## config.mk

```make
export PLATFORM = sky130hd
export DESIGN_NAME = can_channel_timing_and_fault_state
export DESIGN_NICKNAME = d
export VERILOG_FILES = /design/src/rtl/can_chan_pkg.sv /design/src/rtl/can_channel_timing_and_fault_state.sv
export VERILOG_INCLUDE_DIRS = /design/src /design/src/rtl
export SDC_FILE = /design/constraint.sdc
export NUM_CORES = 1
export LEC_CHECK = 0
export ABC_CLOCK_PERIOD_IN_PS = 7000
export BUFFER_PORTS_ARGS = -buffer_cell sky130_fd_sc_hd__buf_2
export CAP_MARGIN = 0
export CORE_MARGIN = 3
export CORE_UTILIZATION = 25
export CTS_CLUSTER_SIZE = 30
export DETAILED_ROUTE_END_ITERATION = 8
export PLACE_DENSITY = 0.4
export REMOVE_ABC_BUFFERS = 1
export SKIP_CTS_REPAIR_TIMING = 1
export SYNTH_ARGS = -nofsm -noshare
export SYNTH_HDL_FRONTEND = slang
export SYNTH_SLANG_ARGS = --single-unit
```

## constraint.sdc

```tcl
create_clock -name clk_in -period 7 [get_ports clk_in]
set_input_delay 0.7 -clock clk_in [delete_from_list [all_inputs] [get_ports clk_in]]
set_output_delay 0.7 -clock clk_in [all_outputs]
set_load 0.05 [all_outputs]
```

## src/rtl/can_chan_regs.svh

```systemverilog
// Register offsets, field positions, reset values and limits of the CAN channel block.
// Assumes inclusion by bare name from the design file.
`ifndef CAN_CHAN_REGS_SVH
`define CAN_CHAN_REGS_SVH
`define OFS_CTRL 12'h000
`define OFS_TIMING 12'h004
`define OFS_COMMIT 12'h008
`define OFS_STATUS 12'h00C
`define OFS_ACTIVE 12'h010
`define OFS_CLKBIT 12'h014
`define CTRL_EN_BIT 0
`define CTRL_LISTEN_BIT 1
`define CTRL_SLEEP_BIT 2
`define CTRL_RESET_BIT 3
`define TIM_BRP_LSB 0
`define TIM_PROP_LSB 12
`define TIM_PH1_LSB 16
`define TIM_PH2_LSB 20
`define TIM_SJW_LSB 24
`define CTRL_RESET_VAL 4'h0
`define BRP_RESET_VAL 9'h00A
`define PROP_RESET_VAL 4'h3
`define PH1_RESET_VAL 4'h3
`define PH2_RESET_VAL 4'h3
`define SJW_RESET_VAL 4'h1
`define BRP_MIN 9'h001
`define BRP_MAX 9'h100
`define SEG_MIN 4'h1
`define SEG_MAX 4'h8
`define PH2_MIN 4'h2
`define SJW_MAX 4'h4
`define TSEG1_MIN 5'h04
`define ERR_WARN 9'h060
`define ERR_PASSIVE 9'h080
`define ERR_BUSOFF 9'h100
`define CLK_HZ 100000000
`define RATE_MIN_BPS 5000
`define RATE_MAX_BPS 1000000
`define CLKBIT_MIN (`CLK_HZ / `RATE_MAX_BPS)
`define CLKBIT_MAX (`CLK_HZ / `RATE_MIN_BPS)
`endif

```

## src/rtl/can_chan_pkg.sv

```systemverilog
// Types shared by the CAN channel timing and fault state block.
// Assumes the register header supplies all numeric constants.
package can_chan_pkg;
	typedef enum logic [2:0] {
		ST_INACTIVE,
		ST_ACTIVE,
		ST_WARNING,
		ST_PASSIVE,
		ST_BUSOFF
	} chan_state_e;
endpackage : can_chan_pkg

```

## src/rtl/can_channel_timing_and_fault_state.sv

```systemverilog
// CAN channel configuration and fault state tracking behind an AHB-Lite slave.
// Assumes a single 100 MHz clock, synchronous reset and a CAN core driven by the outputs.
// Notes on behaviour
// RULE1 - Enabled, count below 96: error active.
// RULE2 - Count reaching 96 reports error warning.
// RULE3 - Count reaching 128 reports error passive.
// RULE4 - Count above 255: controller off, bus off.
// RULE5 - Disabled or sleeping channel reports inactive.
// RULE6 - Listen-only: no transmit, no acknowledge.
// RULE7 - Reset command reinitialises the channel.
// RULE8 - Enable control activates or deactivates channel.
// RULE9 - Prescaler accepts 1 through 256.
// RULE10 - Phase segment one is 1 to 8.
// RULE11 - Phase segment two is 2 to 8.
// RULE12 - Propagation segment is 1 to 8.
// RULE13 - Sync segment fixed at one quantum.
// RULE14 - Segment one is prop plus phase one, at least 4.
// RULE15 - Segment two equals phase segment two.
// RULE16 - Sample point between segment one and two.
// RULE17 - Refuse invalid values or rate outside 5k..1M.
// RULE18 - Jump width bounds resync, not bit rate.
// RULE19 - Jump width accepts 1 through 4.
// RULE20 - Rate is clock over prescaler times quanta.
// RULE21 - Most severe error state wins.
//
// Implementation choices: the AHB-Lite register port and the register offsets.
`timescale 1ns/1ps
`include "can_chan_regs.svh"
module can_channel_timing_and_fault_state (
	input wire logic clk_in,
	input wire logic reset_in,
	input wire logic hsel_in,
	input wire logic [31:0] haddr_in,
	input wire logic [1:0] htrans_in,
	input wire logic hwrite_in,
	input wire logic [2:0] hsize_in,
	input wire logic [31:0] hwdata_in,
	input wire logic hready_in,
	output logic hreadyout_out,
	output logic hresp_out,
	output logic [31:0] hrdata_out,
	input wire logic bus_err_in,
	input wire logic frame_ok_in,
	output can_chan_pkg::chan_state_e state_out,
	output logic ctrl_on_out,
	output logic tx_enable_out,
	output logic ack_enable_out,
	output logic chan_reset_out,
	output logic [8:0] brp_out,
	output logic [4:0] tseg1_out,
	output logic [3:0] tseg2_out,
	output logic [3:0] sjw_out,
	output logic [4:0] sample_tq_out
);
	logic [3:0] ctrl_r;
	logic [8:0] brp_s_r;
	logic [3:0] prop_s_r;
	logic [3:0] ph1_s_r;
	logic [3:0] ph2_s_r;
	logic [3:0] sjw_s_r;
	logic [8:0] brp_r;
	logic [4:0] tseg1_r;
	logic [3:0] tseg2_r;
	logic [3:0] sjw_r;
	logic [13:0] clkbit_r;
	logic reject_r;
	logic [8:0] err_cnt_r;
	logic busoff_r;
	can_chan_pkg::chan_state_e state_r;
	logic wr_pend_r;
	logic [11:0] wr_addr_r;
	logic [31:0] rdata_r;
	logic addr_ok;
	logic [4:0] tseg1_s;
	logic [4:0] qpb_s;
	logic [13:0] clkbit_s;
	logic cfg_valid;
	logic reset_cmd;
	logic commit_cmd;
	logic active;
	can_chan_pkg::chan_state_e state_nxt;

	// Address phase is taken when the slave is selected, htrans_in marks a NONSEQ or SEQ transfer and the bus is ready.
	assign addr_ok = hsel_in && htrans_in[1] && hready_in;

	// Data phase write strobes for the command registers.
	assign reset_cmd = wr_pend_r && (wr_addr_r == `OFS_CTRL) && hwdata_in[`CTRL_RESET_BIT];
	assign commit_cmd = wr_pend_r && (wr_addr_r == `OFS_COMMIT) && hwdata_in[0];

	// Staged timing arithmetic; the jump width takes no part in the rate.
	assign tseg1_s = {1'b0, prop_s_r} + {1'b0, ph1_s_r}; // RULE14
	assign qpb_s = 5'h01 + tseg1_s + {1'b0, ph2_s_r}; // RULE13 RULE15 RULE18
	assign clkbit_s = 14'(brp_s_r) * 14'(qpb_s); // RULE20

	// Every staged field is range checked and the bit rate bounded.
	always_comb begin
		cfg_valid = 1'b1;
		if (brp_s_r < `BRP_MIN || brp_s_r > `BRP_MAX) begin // RULE9
			cfg_valid = 1'b0;
		end
		if (ph1_s_r < `SEG_MIN || ph1_s_r > `SEG_MAX) begin // RULE10
			cfg_valid = 1'b0;
		end
		if (ph2_s_r < `PH2_MIN || ph2_s_r > `SEG_MAX) begin // RULE11
			cfg_valid = 1'b0;
		end
		if (prop_s_r < `SEG_MIN || prop_s_r > `SEG_MAX) begin // RULE12
			cfg_valid = 1'b0;
		end
		if (tseg1_s < `TSEG1_MIN) begin // RULE14
			cfg_valid = 1'b0;
		end
		if (sjw_s_r < `SEG_MIN || sjw_s_r > `SJW_MAX) begin // RULE19
			cfg_valid = 1'b0;
		end
		// The upper limit does not fit in 14 bits, so both bounds are compared at full word width.
		if ({18'h00000, clkbit_s} < 32'(`CLKBIT_MIN) || {18'h00000, clkbit_s} > 32'(`CLKBIT_MAX)) begin // RULE17
			cfg_valid = 1'b0;
		end
	end

	// Bus handshake: zero wait states, always an OKAY answer.
	always_ff @(posedge clk_in) begin
		if (reset_in) begin
			hreadyout_out <= 1'b1;
			hresp_out <= 1'b0;
		end else begin
			hreadyout_out <= 1'b1;
			hresp_out <= 1'b0;
		end
	end

	// Write address is held from address phase to data phase.
	always_ff @(posedge clk_in) begin
		if (reset_in) begin
			wr_pend_r <= 1'b0;
			wr_addr_r <= 12'h000;
		end else begin
			wr_pend_r <= addr_ok && hwrite_in;
			wr_addr_r <= haddr_in[11:0];
		end
	end

	// Read data is prepared during the address phase; unmapped words read zero.
	always_ff @(posedge clk_in) begin
		if (reset_in) begin
			rdata_r <= 32'h00000000;
		end else if (addr_ok && !hwrite_in) begin
			if (haddr_in[31:12] != 20'h00000) begin
				rdata_r <= 32'h00000000;
			end else if (haddr_in[11:0] == `OFS_CTRL) begin
				rdata_r <= {29'h00000000, ctrl_r[2:0]};
			end else if (haddr_in[11:0] == `OFS_TIMING) begin
				rdata_r <= {4'h0, sjw_s_r, ph2_s_r, ph1_s_r, prop_s_r, 3'h0, brp_s_r};
			end else if (haddr_in[11:0] == `OFS_STATUS) begin
				rdata_r <= {14'h0000, reject_r, busoff_r, 4'h0, state_r, err_cnt_r};
			end else if (haddr_in[11:0] == `OFS_ACTIVE) begin
				rdata_r <= {4'h0, sjw_r, tseg2_r, 3'h0, tseg1_r, 3'h0, brp_r};
			end else if (haddr_in[11:0] == `OFS_CLKBIT) begin
				rdata_r <= {18'h00000, clkbit_r};
			end else begin
				rdata_r <= 32'h00000000;
			end
		end
	end
	assign hrdata_out = rdata_r;

	// Control bits: enable, listen-only and sleep; reset is a self-clearing pulse.
	always_ff @(posedge clk_in) begin
		if (reset_in) begin
			ctrl_r <= `CTRL_RESET_VAL;
		end else if (wr_pend_r && wr_addr_r == `OFS_CTRL) begin
			ctrl_r <= {1'b0, hwdata_in[2:0]}; // RULE8
		end
	end

	// Staged timing values written by software.
	always_ff @(posedge clk_in) begin
		if (reset_in) begin
			brp_s_r <= `BRP_RESET_VAL;
			prop_s_r <= `PROP_RESET_VAL;
			ph1_s_r <= `PH1_RESET_VAL;
			ph2_s_r <= `PH2_RESET_VAL;
			sjw_s_r <= `SJW_RESET_VAL;
		end else if (wr_pend_r && wr_addr_r == `OFS_TIMING) begin
			brp_s_r <= hwdata_in[`TIM_BRP_LSB +: 9];
			prop_s_r <= hwdata_in[`TIM_PROP_LSB +: 4];
			ph1_s_r <= hwdata_in[`TIM_PH1_LSB +: 4];
			ph2_s_r <= hwdata_in[`TIM_PH2_LSB +: 4];
			sjw_s_r <= hwdata_in[`TIM_SJW_LSB +: 4];
		end
	end

	// A commit loads the active timing only when valid, else flags a refusal.
	always_ff @(posedge clk_in) begin
		if (reset_in) begin
			brp_r <= `BRP_RESET_VAL;
			tseg1_r <= {1'b0, `PROP_RESET_VAL} + {1'b0, `PH1_RESET_VAL};
			tseg2_r <= `PH2_RESET_VAL;
			sjw_r <= `SJW_RESET_VAL;
			clkbit_r <= 14'h0064;
			reject_r <= 1'b0;
		end else if (commit_cmd) begin
			if (cfg_valid) begin
				brp_r <= brp_s_r;
				tseg1_r <= tseg1_s; // RULE14
				tseg2_r <= ph2_s_r; // RULE15
				sjw_r <= sjw_s_r; // RULE18
				clkbit_r <= clkbit_s; // RULE20
				reject_r <= 1'b0;
			end else begin
				reject_r <= 1'b1; // RULE17
			end
		end
	end

	// Channel takes part in the bus only when enabled and awake.
	assign active = ctrl_r[`CTRL_EN_BIT] && !ctrl_r[`CTRL_SLEEP_BIT];

	// Error counter saturates at the bus-off level; bus off holds until a reset.
	always_ff @(posedge clk_in) begin
		if (reset_in || reset_cmd) begin
			err_cnt_r <= 9'h000; // RULE7
			busoff_r <= 1'b0;
		end else begin
			if (active && !busoff_r) begin
				if (bus_err_in && !frame_ok_in && err_cnt_r != `ERR_BUSOFF) begin
					err_cnt_r <= err_cnt_r + 9'h001;
				end else if (frame_ok_in && !bus_err_in && err_cnt_r != 9'h000) begin
					err_cnt_r <= err_cnt_r - 9'h001;
				end
			end
			if (err_cnt_r >= `ERR_BUSOFF) begin
				busoff_r <= 1'b1; // RULE4
			end
		end
	end

	// Reported state, most severe first.
	always_comb begin
		if (!active) begin
			state_nxt = can_chan_pkg::ST_INACTIVE; // RULE5
		end else if (busoff_r || err_cnt_r >= `ERR_BUSOFF) begin
			state_nxt = can_chan_pkg::ST_BUSOFF; // RULE4 RULE21
		end else if (err_cnt_r >= `ERR_PASSIVE) begin
			state_nxt = can_chan_pkg::ST_PASSIVE; // RULE3
		end else if (err_cnt_r >= `ERR_WARN) begin
			state_nxt = can_chan_pkg::ST_WARNING; // RULE2
		end else begin
			state_nxt = can_chan_pkg::ST_ACTIVE; // RULE1
		end
	end

	// State register and bus-side enables.
	always_ff @(posedge clk_in) begin
		if (reset_in) begin
			state_r <= can_chan_pkg::ST_INACTIVE;
			ctrl_on_out <= 1'b0;
			tx_enable_out <= 1'b0;
			ack_enable_out <= 1'b0;
			chan_reset_out <= 1'b0;
		end else begin
			state_r <= state_nxt;
			ctrl_on_out <= active && !busoff_r && !reset_cmd; // RULE4 RULE8
			tx_enable_out <= active && !busoff_r && !reset_cmd && !ctrl_r[`CTRL_LISTEN_BIT]; // RULE6
			ack_enable_out <= active && !busoff_r && !reset_cmd && !ctrl_r[`CTRL_LISTEN_BIT]; // RULE6
			chan_reset_out <= reset_cmd; // RULE7
		end
	end
	assign state_out = state_r;

	// Timing outputs to the bit timing logic; the sample point follows segment one.
	always_ff @(posedge clk_in) begin
		if (reset_in) begin
			brp_out <= `BRP_RESET_VAL;
			tseg1_out <= 5'h06;
			tseg2_out <= `PH2_RESET_VAL;
			sjw_out <= `SJW_RESET_VAL;
			sample_tq_out <= 5'h07;
		end else begin
			brp_out <= brp_r;
			tseg1_out <= tseg1_r;
			tseg2_out <= tseg2_r;
			sjw_out <= sjw_r;
			sample_tq_out <= 5'h01 + tseg1_r; // RULE13 RULE16
		end
	end
endmodule : can_channel_timing_and_fault_state

```

# Yosys cells after proc, flatten, opt, wreduce, memory -nomap -nowiden
# Cells that the tools add are included.
# classes
n_addsub	6
n_mul	1
magnitude_cmp	15
n_eq_ne	7
n_mux	19
bitwise	1
n_reduce_logical	40
# op_table
operator	count
two-way mux 28 bit	5
== test 12 x 3 -> 1 bit (second input constant)	2
== test 12 x 4 -> 1 bit (second input constant)	2
== test 12 x 5 -> 1 bit (second input constant)	2
zero test 12 bit	2
nonzero test 20 bit	1
two-way mux 9 bit	2
logical AND 1 bit	17
< comparator 14 x 7 -> 1 bit (second input constant)	1
multiplier 9 x 5 -> 14 bit	1
two-way mux 14 bit	1
greater-than comparator 4 bit (second input constant)	3
< comparator 4 x 1 -> 1 bit (second input constant)	3
adder 1 x 5 -> 5 bit (first input constant)	2
adder 9 x 1 -> 9 bit (second input constant)	1
>= comparator 9 x 7 -> 1 bit (second input constant)	1
>= comparator 9 x 8 -> 1 bit (second input constant)	1
>= comparator 9 bit (second input constant)	1
greater-than comparator 9 bit (second input constant)	1
< comparator 9 x 1 -> 1 bit (second input constant)	1
inequality test 9 bit (second input constant)	1
nonzero test 9 bit	1
subtractor 9 x 1 -> 9 bit (second input constant)	1
two-way mux 1 bit	8
14 further kinds	28
# word_totals
regBits	153
in_bits	76
word_cells	116

# Longest topological paths before layout
# logic_depth
ltp_word	10
depth_mapped	25
ltp_nobuf	23

# Least setup slack after synthesis
# Ideal clock, no wire load.
# synth_path
path_kind	flip-flop to flip-flop
startpoint	register prop_s_r[0]
endpoint	register brp_r[2]
setup_ps	121
arrival_ps	6172
t_required_ps	6879
slack_ps	707
path_stages_with_launch	23
path_buffers	2
synth_period_minus_slack_ps	6293
path_cell_list	dfxtp_1 -> ha_1 -> fa_1 -> fa_1 -> a21o_1 -> a21oi_1 -> xnor2_1 -> nor2b_1 -> fa_1 -> fa_1 -> inv_1 -> fa_1 -> inv_1 -> ha_1 -> a21o_1 -> a21o_1 -> or3_4 -> a32oi_4 -> nand4_4 -> o31a_1 -> buf_6 -> buf_12 -> mux2_4
# synth_between
elab_chain_len	7
word_cells_on_any_way	14
classes_between	add/sub (3); mul (1); order compare (4); mux (4); reduce/logical (2)
# synth_rtl
item	line_no	source
start, declared	can_channel_timing_and_fault_state.sv:57	logic [3:0] prop_s_r;
start signal, assigned	can_channel_timing_and_fault_state.sv:181	prop_s_r <= `PROP_RESET_VAL;
start signal, assigned	can_channel_timing_and_fault_state.sv:187	prop_s_r <= hwdata_in[`TIM_PROP_LSB +: 4];
adder 4 x 4 -> 5 bit (*)	can_channel_timing_and_fault_state.sv:91	assign tseg1_s = {1'b0, prop_s_r} + {1'b0, ph1_s_r};
named net tseg1_s[1]	can_channel_timing_and_fault_state.sv:74	logic [4:0] tseg1_s;
adder 1 x 5 -> 5 bit	can_channel_timing_and_fault_state.sv:92	assign qpb_s = 5'h01 + tseg1_s + {1'b0, ph2_s_r};
adder 5 x 4 -> 5 bit	can_channel_timing_and_fault_state.sv:92	
multiplier 9 x 5 -> 14 bit	can_channel_timing_and_fault_state.sv:93	assign clkbit_s = 14'(brp_s_r) * 14'(qpb_s);
< comparator 14 x 7 -> 1 bit	can_channel_timing_and_fault_state.sv:117	if ({18'h00000, clkbit_s} < 32'(`CLKBIT_MIN) || {18'h00000, clkbit_s} > 32'(`CLKBIT_MAX)) begin
two-way mux 1 bit (*)	can_channel_timing_and_fault_state.sv:117	
AND reduction 2 bit (no line) (*)	-	
end signal, assigned	can_channel_timing_and_fault_state.sv:197	brp_r <= `BRP_RESET_VAL;
end signal, assigned	can_channel_timing_and_fault_state.sv:205	brp_r <= brp_s_r;
end, declared	can_channel_timing_and_fault_state.sv:61	logic [8:0] brp_r;
# Mark *: on every way through the listed nets, which the timed path passes. The rest lies on a longest branch.
# A chain may end at the register's enable or synchronous reset.

# Worst setup path in the final report
# layout_path
startpoint	register prop_s_r[0]
endpoint	register tseg1_r[3]
# layout_between
elab_chain_len	7
word_cells_on_any_way	14
classes_between	add/sub (3); mul (1); order compare (4); mux (4); reduce/logical (2)
# layout_rtl
item	line_no	source
adder 4 x 4 -> 5 bit (*)	can_channel_timing_and_fault_state.sv:91	
named net tseg1_s[2]	can_channel_timing_and_fault_state.sv:74	
adder 1 x 5 -> 5 bit	can_channel_timing_and_fault_state.sv:92	
adder 5 x 4 -> 5 bit	can_channel_timing_and_fault_state.sv:92	
multiplier 9 x 5 -> 14 bit	can_channel_timing_and_fault_state.sv:93	
< comparator 14 x 7 -> 1 bit	can_channel_timing_and_fault_state.sv:117	
two-way mux 1 bit (*)	can_channel_timing_and_fault_state.sv:117	
AND reduction 2 bit (no line) (*)	-	
end signal, assigned	can_channel_timing_and_fault_state.sv:198	tseg1_r <= {1'b0, `PROP_RESET_VAL} + {1'b0, `PH1_RESET_VAL};
end signal, assigned	can_channel_timing_and_fault_state.sv:206	tseg1_r <= tseg1_s;
end, declared	can_channel_timing_and_fault_state.sv:62	logic [4:0] tseg1_r;
# Marks and branches as above.

==> key figures <==
Run status
  • Status: completed

Synth
  • Post-synth top area share: between 30% and 40%
  • Largest area contributor in the synthesized netlist: dfxtp_1
  • EDFF count, synth: 0
  • Top cells by count, synth: 149 x dfxtp_1, 86 x nand2_1, 80 x nor2_1
  • Largest cells by area after synthesis: dfxtp_1 38%, fa_1 6.1%, ha_1 6.0%
  • #FFs+latches synth: 149
  • Sequential-to-total area share from yosys stat: between 30% and 40%
  • Post-synth cell types: 66
  • Top-count cell post-synth: dfxtp_1
  • Main synth FF type: dfxtp_1
  • Syn Std Cell Area: between 7000 and 8000 sq um
  • Syn Inst Count: 877
  • Async set-reset flop share out of synthesis: 0%
  • Yosys Warn Count: 0
  • Syn avg cell area: between 9 and 10 sq um

Setup path
  • Critical Path AT: approximately 7 ns
  • Setup Crit Path Kind: reg2reg
  • Reg-to-reg endpoint: tseg1_r[3]
  • Crit path required time: 7.32 ns
  • CP dominant cell by count: fa_1
  • Critical path cell sequence: ha_1 > fa_1 > xor2_1 > ha_1 > a21o_1 > a21oi_1 > xnor2_1 > nor2b_1 > fa_1 > fa_1 > inv_1 > fa_1 > inv_1 > ha_1 > a21o_1 > a21o_1 > or3_4 > a32oi_4 > nand4_4 > o31a_1 > buf_12 > mux2_4
  • Critical path launch point type: flop
  • CP Max Fanout: 25
  • Reg2Reg Launch Point: prop_s_r[0]
  • Worst setup path start: prop_s_r[0]
  • Flop2flop setup slack: between 0.3 and 0.4 ns
  • Crit path max-delay cell type: fa_1
  • Worst Setup EP: tseg1_r[3]
  • Worst r2r path cells: 22
  • CP peak stage delay: about 0.54 ns
  • Crit. End Element: flop

STA
  • Final setup viols: 0
  • Worst-margin pin slew: between 1 and 1.5 ns
  • Max-slew violations: 0
  • Fin Setup TNS: 0 ns
  • Final period util: 95.53%
  • Slew headroom: about a quarter
  • Clk_skew: between 0.01 and 0.015 ns
  • Tmin final: ~6.7 ns
  • Final hold vios: 0
  • Hold WS: between 0.4 and 0.5 ns
  • Final setup margin: between 0.3 and 0.4 ns
  • Upper clock frequency limit: about 150 MHz
  • RSZ-0062 raised after global routing: no

Place
  • IO Port Bufs: 126
  • Gp weighted congestion: between 0.7 and 0.8
  • Worst slack, placed: approximately 0.34 ns
  • Post-DP HPWL: approximately 18000 microns
  • Area after DPL: between 8000 and 9000 sq um

Flow run
  • Max-cap viol count: 0

Cells and area
  • Number of diodes: 0
  • Area grow syn2layout: 21.17%
  • Post-route cell area: roughly 9600 sq um
  • Fraction of layout cells with a size suffix above 1: a little over a fifth
  • Nets: around 1100

Floorplan
  • IO Pins: roughly 140
  • Die area: ~34000 sq um
  • Die width: roughly 180 microns
  • CORE AREA: around 30000 sq um
  • Initial Utilization: about a quarter
  • Row cnt: between 60 and 70
  • Die height: 183.9 microns

Hold path
  • Hold path start: sjw_r[0]
  • Hold path depth: 2
  • Min-delay worst type: reg2reg

Clock tree
  • CTS max path bufs: 2
  • Clk sink count: between 100 and 150
  • Worst skew pair latency: 0.44 ns
  • Num CTS Buffers: 17
  • Clock slew at reported path FFs: 0.07 ns
  • CTS tree: built
  • H-tree Lvls: 4
  • Clk root buf: clkbuf_16

Global route
  • Global-route wire length before repair: 36490 microns
  • Largest net degree at the start of global routing: 75
  • Initial antenna violation count: 0
  • GRT Util Overall: between 10% and 20%
  • Grt total ovfl: 0
  • Number of global-route vias before repair: about 6400

Power and ir drop
  • Worst VDD drop: around 0.00016 V
  • PD cells: 195.0 nW/um^2
  • Leak pwr: between 0.004 and 0.005 uW

Drt
  • Post-DRT Antenna Nets: 0
  • Starting DRT DRC Count: about 430
  • Vias per inst: about 4.7
  • Via count: between 6000 and 7000
  • DRC Markers: 0
  • Routed wire length per instance: about 17 microns
  • Final wirelength: ~24000 microns
  • Drt pass-1 iters: 6
==> per-stage QoR <==
step	total power, uW	util, %	std cells
6_report	1870	31.03	1404
3_3_place_gp	941.7	29.05	1372
2_1_floorplan	899.9	-	833
4_1_cts	1901	31.00	1404
5_1_grt	1940	31.03	1404
3_5_place_dp	941.5	29.05	1372
==> where the power goes <==
group          total (uW)  switching, uW  internal, uW  leakage [uW]
logic                67.9           43.6          24.2       0.00251
registers             854           2.17           852       0.00120
clock network         949            386           563      0.000294
==> registers in the layout (all words and copies together) (netlist names), 5 cells and up <==
signal / flops
brp_s_r: 9
tseg1_out: 5
tseg1_r: 5
clkbit_r: 14
sample_tq_out: 5
brp_out: 9
brp_r: 9
err_cnt_r: 9
wr_addr_r: 12
hrdata_out: 28
==> layout make-up <==
cell class                 instances  area [sq um]
sequential                       149          2983
fill                            3354         21320
multi-input combinational        635          4552
timing repair buffer             143         773.2
inverter                          49         183.9
clock buffer                      17         425.4
tap                              396         495.5
clock inverter                    15         177.7
==> cells by family after synthesis <==
logic type | Yosys count | synth area share, %
adder cells (fa/ha/maj) | 62 | 12.08
other | 2 | 0.09488
AO/OA/AOI/OAI | 163 | 14.99
XOR/XNOR | 25 | 2.861
buffers and inverters | 97 | 5.296
flip-flops | 149 | 37.69
multiplexers | 33 | 4.758
AND/OR/NAND/NOR | 346 | 22.24
==> per-layer routing <==
metal / wire length (microns) / share of wire, % / track usage [%]
met1: 11220 / 48 / 18.62
met2: 10960 / 46 / 22.92
met3: 1083 / 4.6 / 2.810
met4: 328 / 1.4 / 3.750
met5: 0 / 0 / 0
==> cell usage in the layout, fill, tap and decap left out, types with 24 or more instances in the layout <==
cell type | Yosys | final
a21oi_1 | 53 | 53
and2_1 | 28 | 28
buf_2 | 1 | 125
dfxtp_1 | 149 | 149
fa_1 | 24 | 24
ha_1 | 38 | 38
inv_1 | 49 | 49
nand2_1 | 86 | 86
nand3_1 | 24 | 24
nor2_1 | 80 | 80
nor2b_1 | 51 | 51
==> how the worst min path moves through the flow <==
stage	end	slack, ns
4_1_cts	sjw_out[0]	0.46
5_1_grt	sjw_out[0]	0.48
3_5_place_dp	sjw_out[0]	0.44
3_3_place_gp	sjw_out[0]	0.44
2_1_floorplan	brp_out[3]	0.41
6_report	sjw_out[0]	0.46
==> worst max-delay path: cells and delay by family (launching register included) <==
kind	cells	cell delay (ns)
compound gates	6	1.39
simple gates	3	0.69
buf+inv	3	0.28
mux	1	0.31
flops	1	0.35
xor+xnor	2	0.60
fa+ha+maj	7	2.91
(Power assumes the default switching activity.)
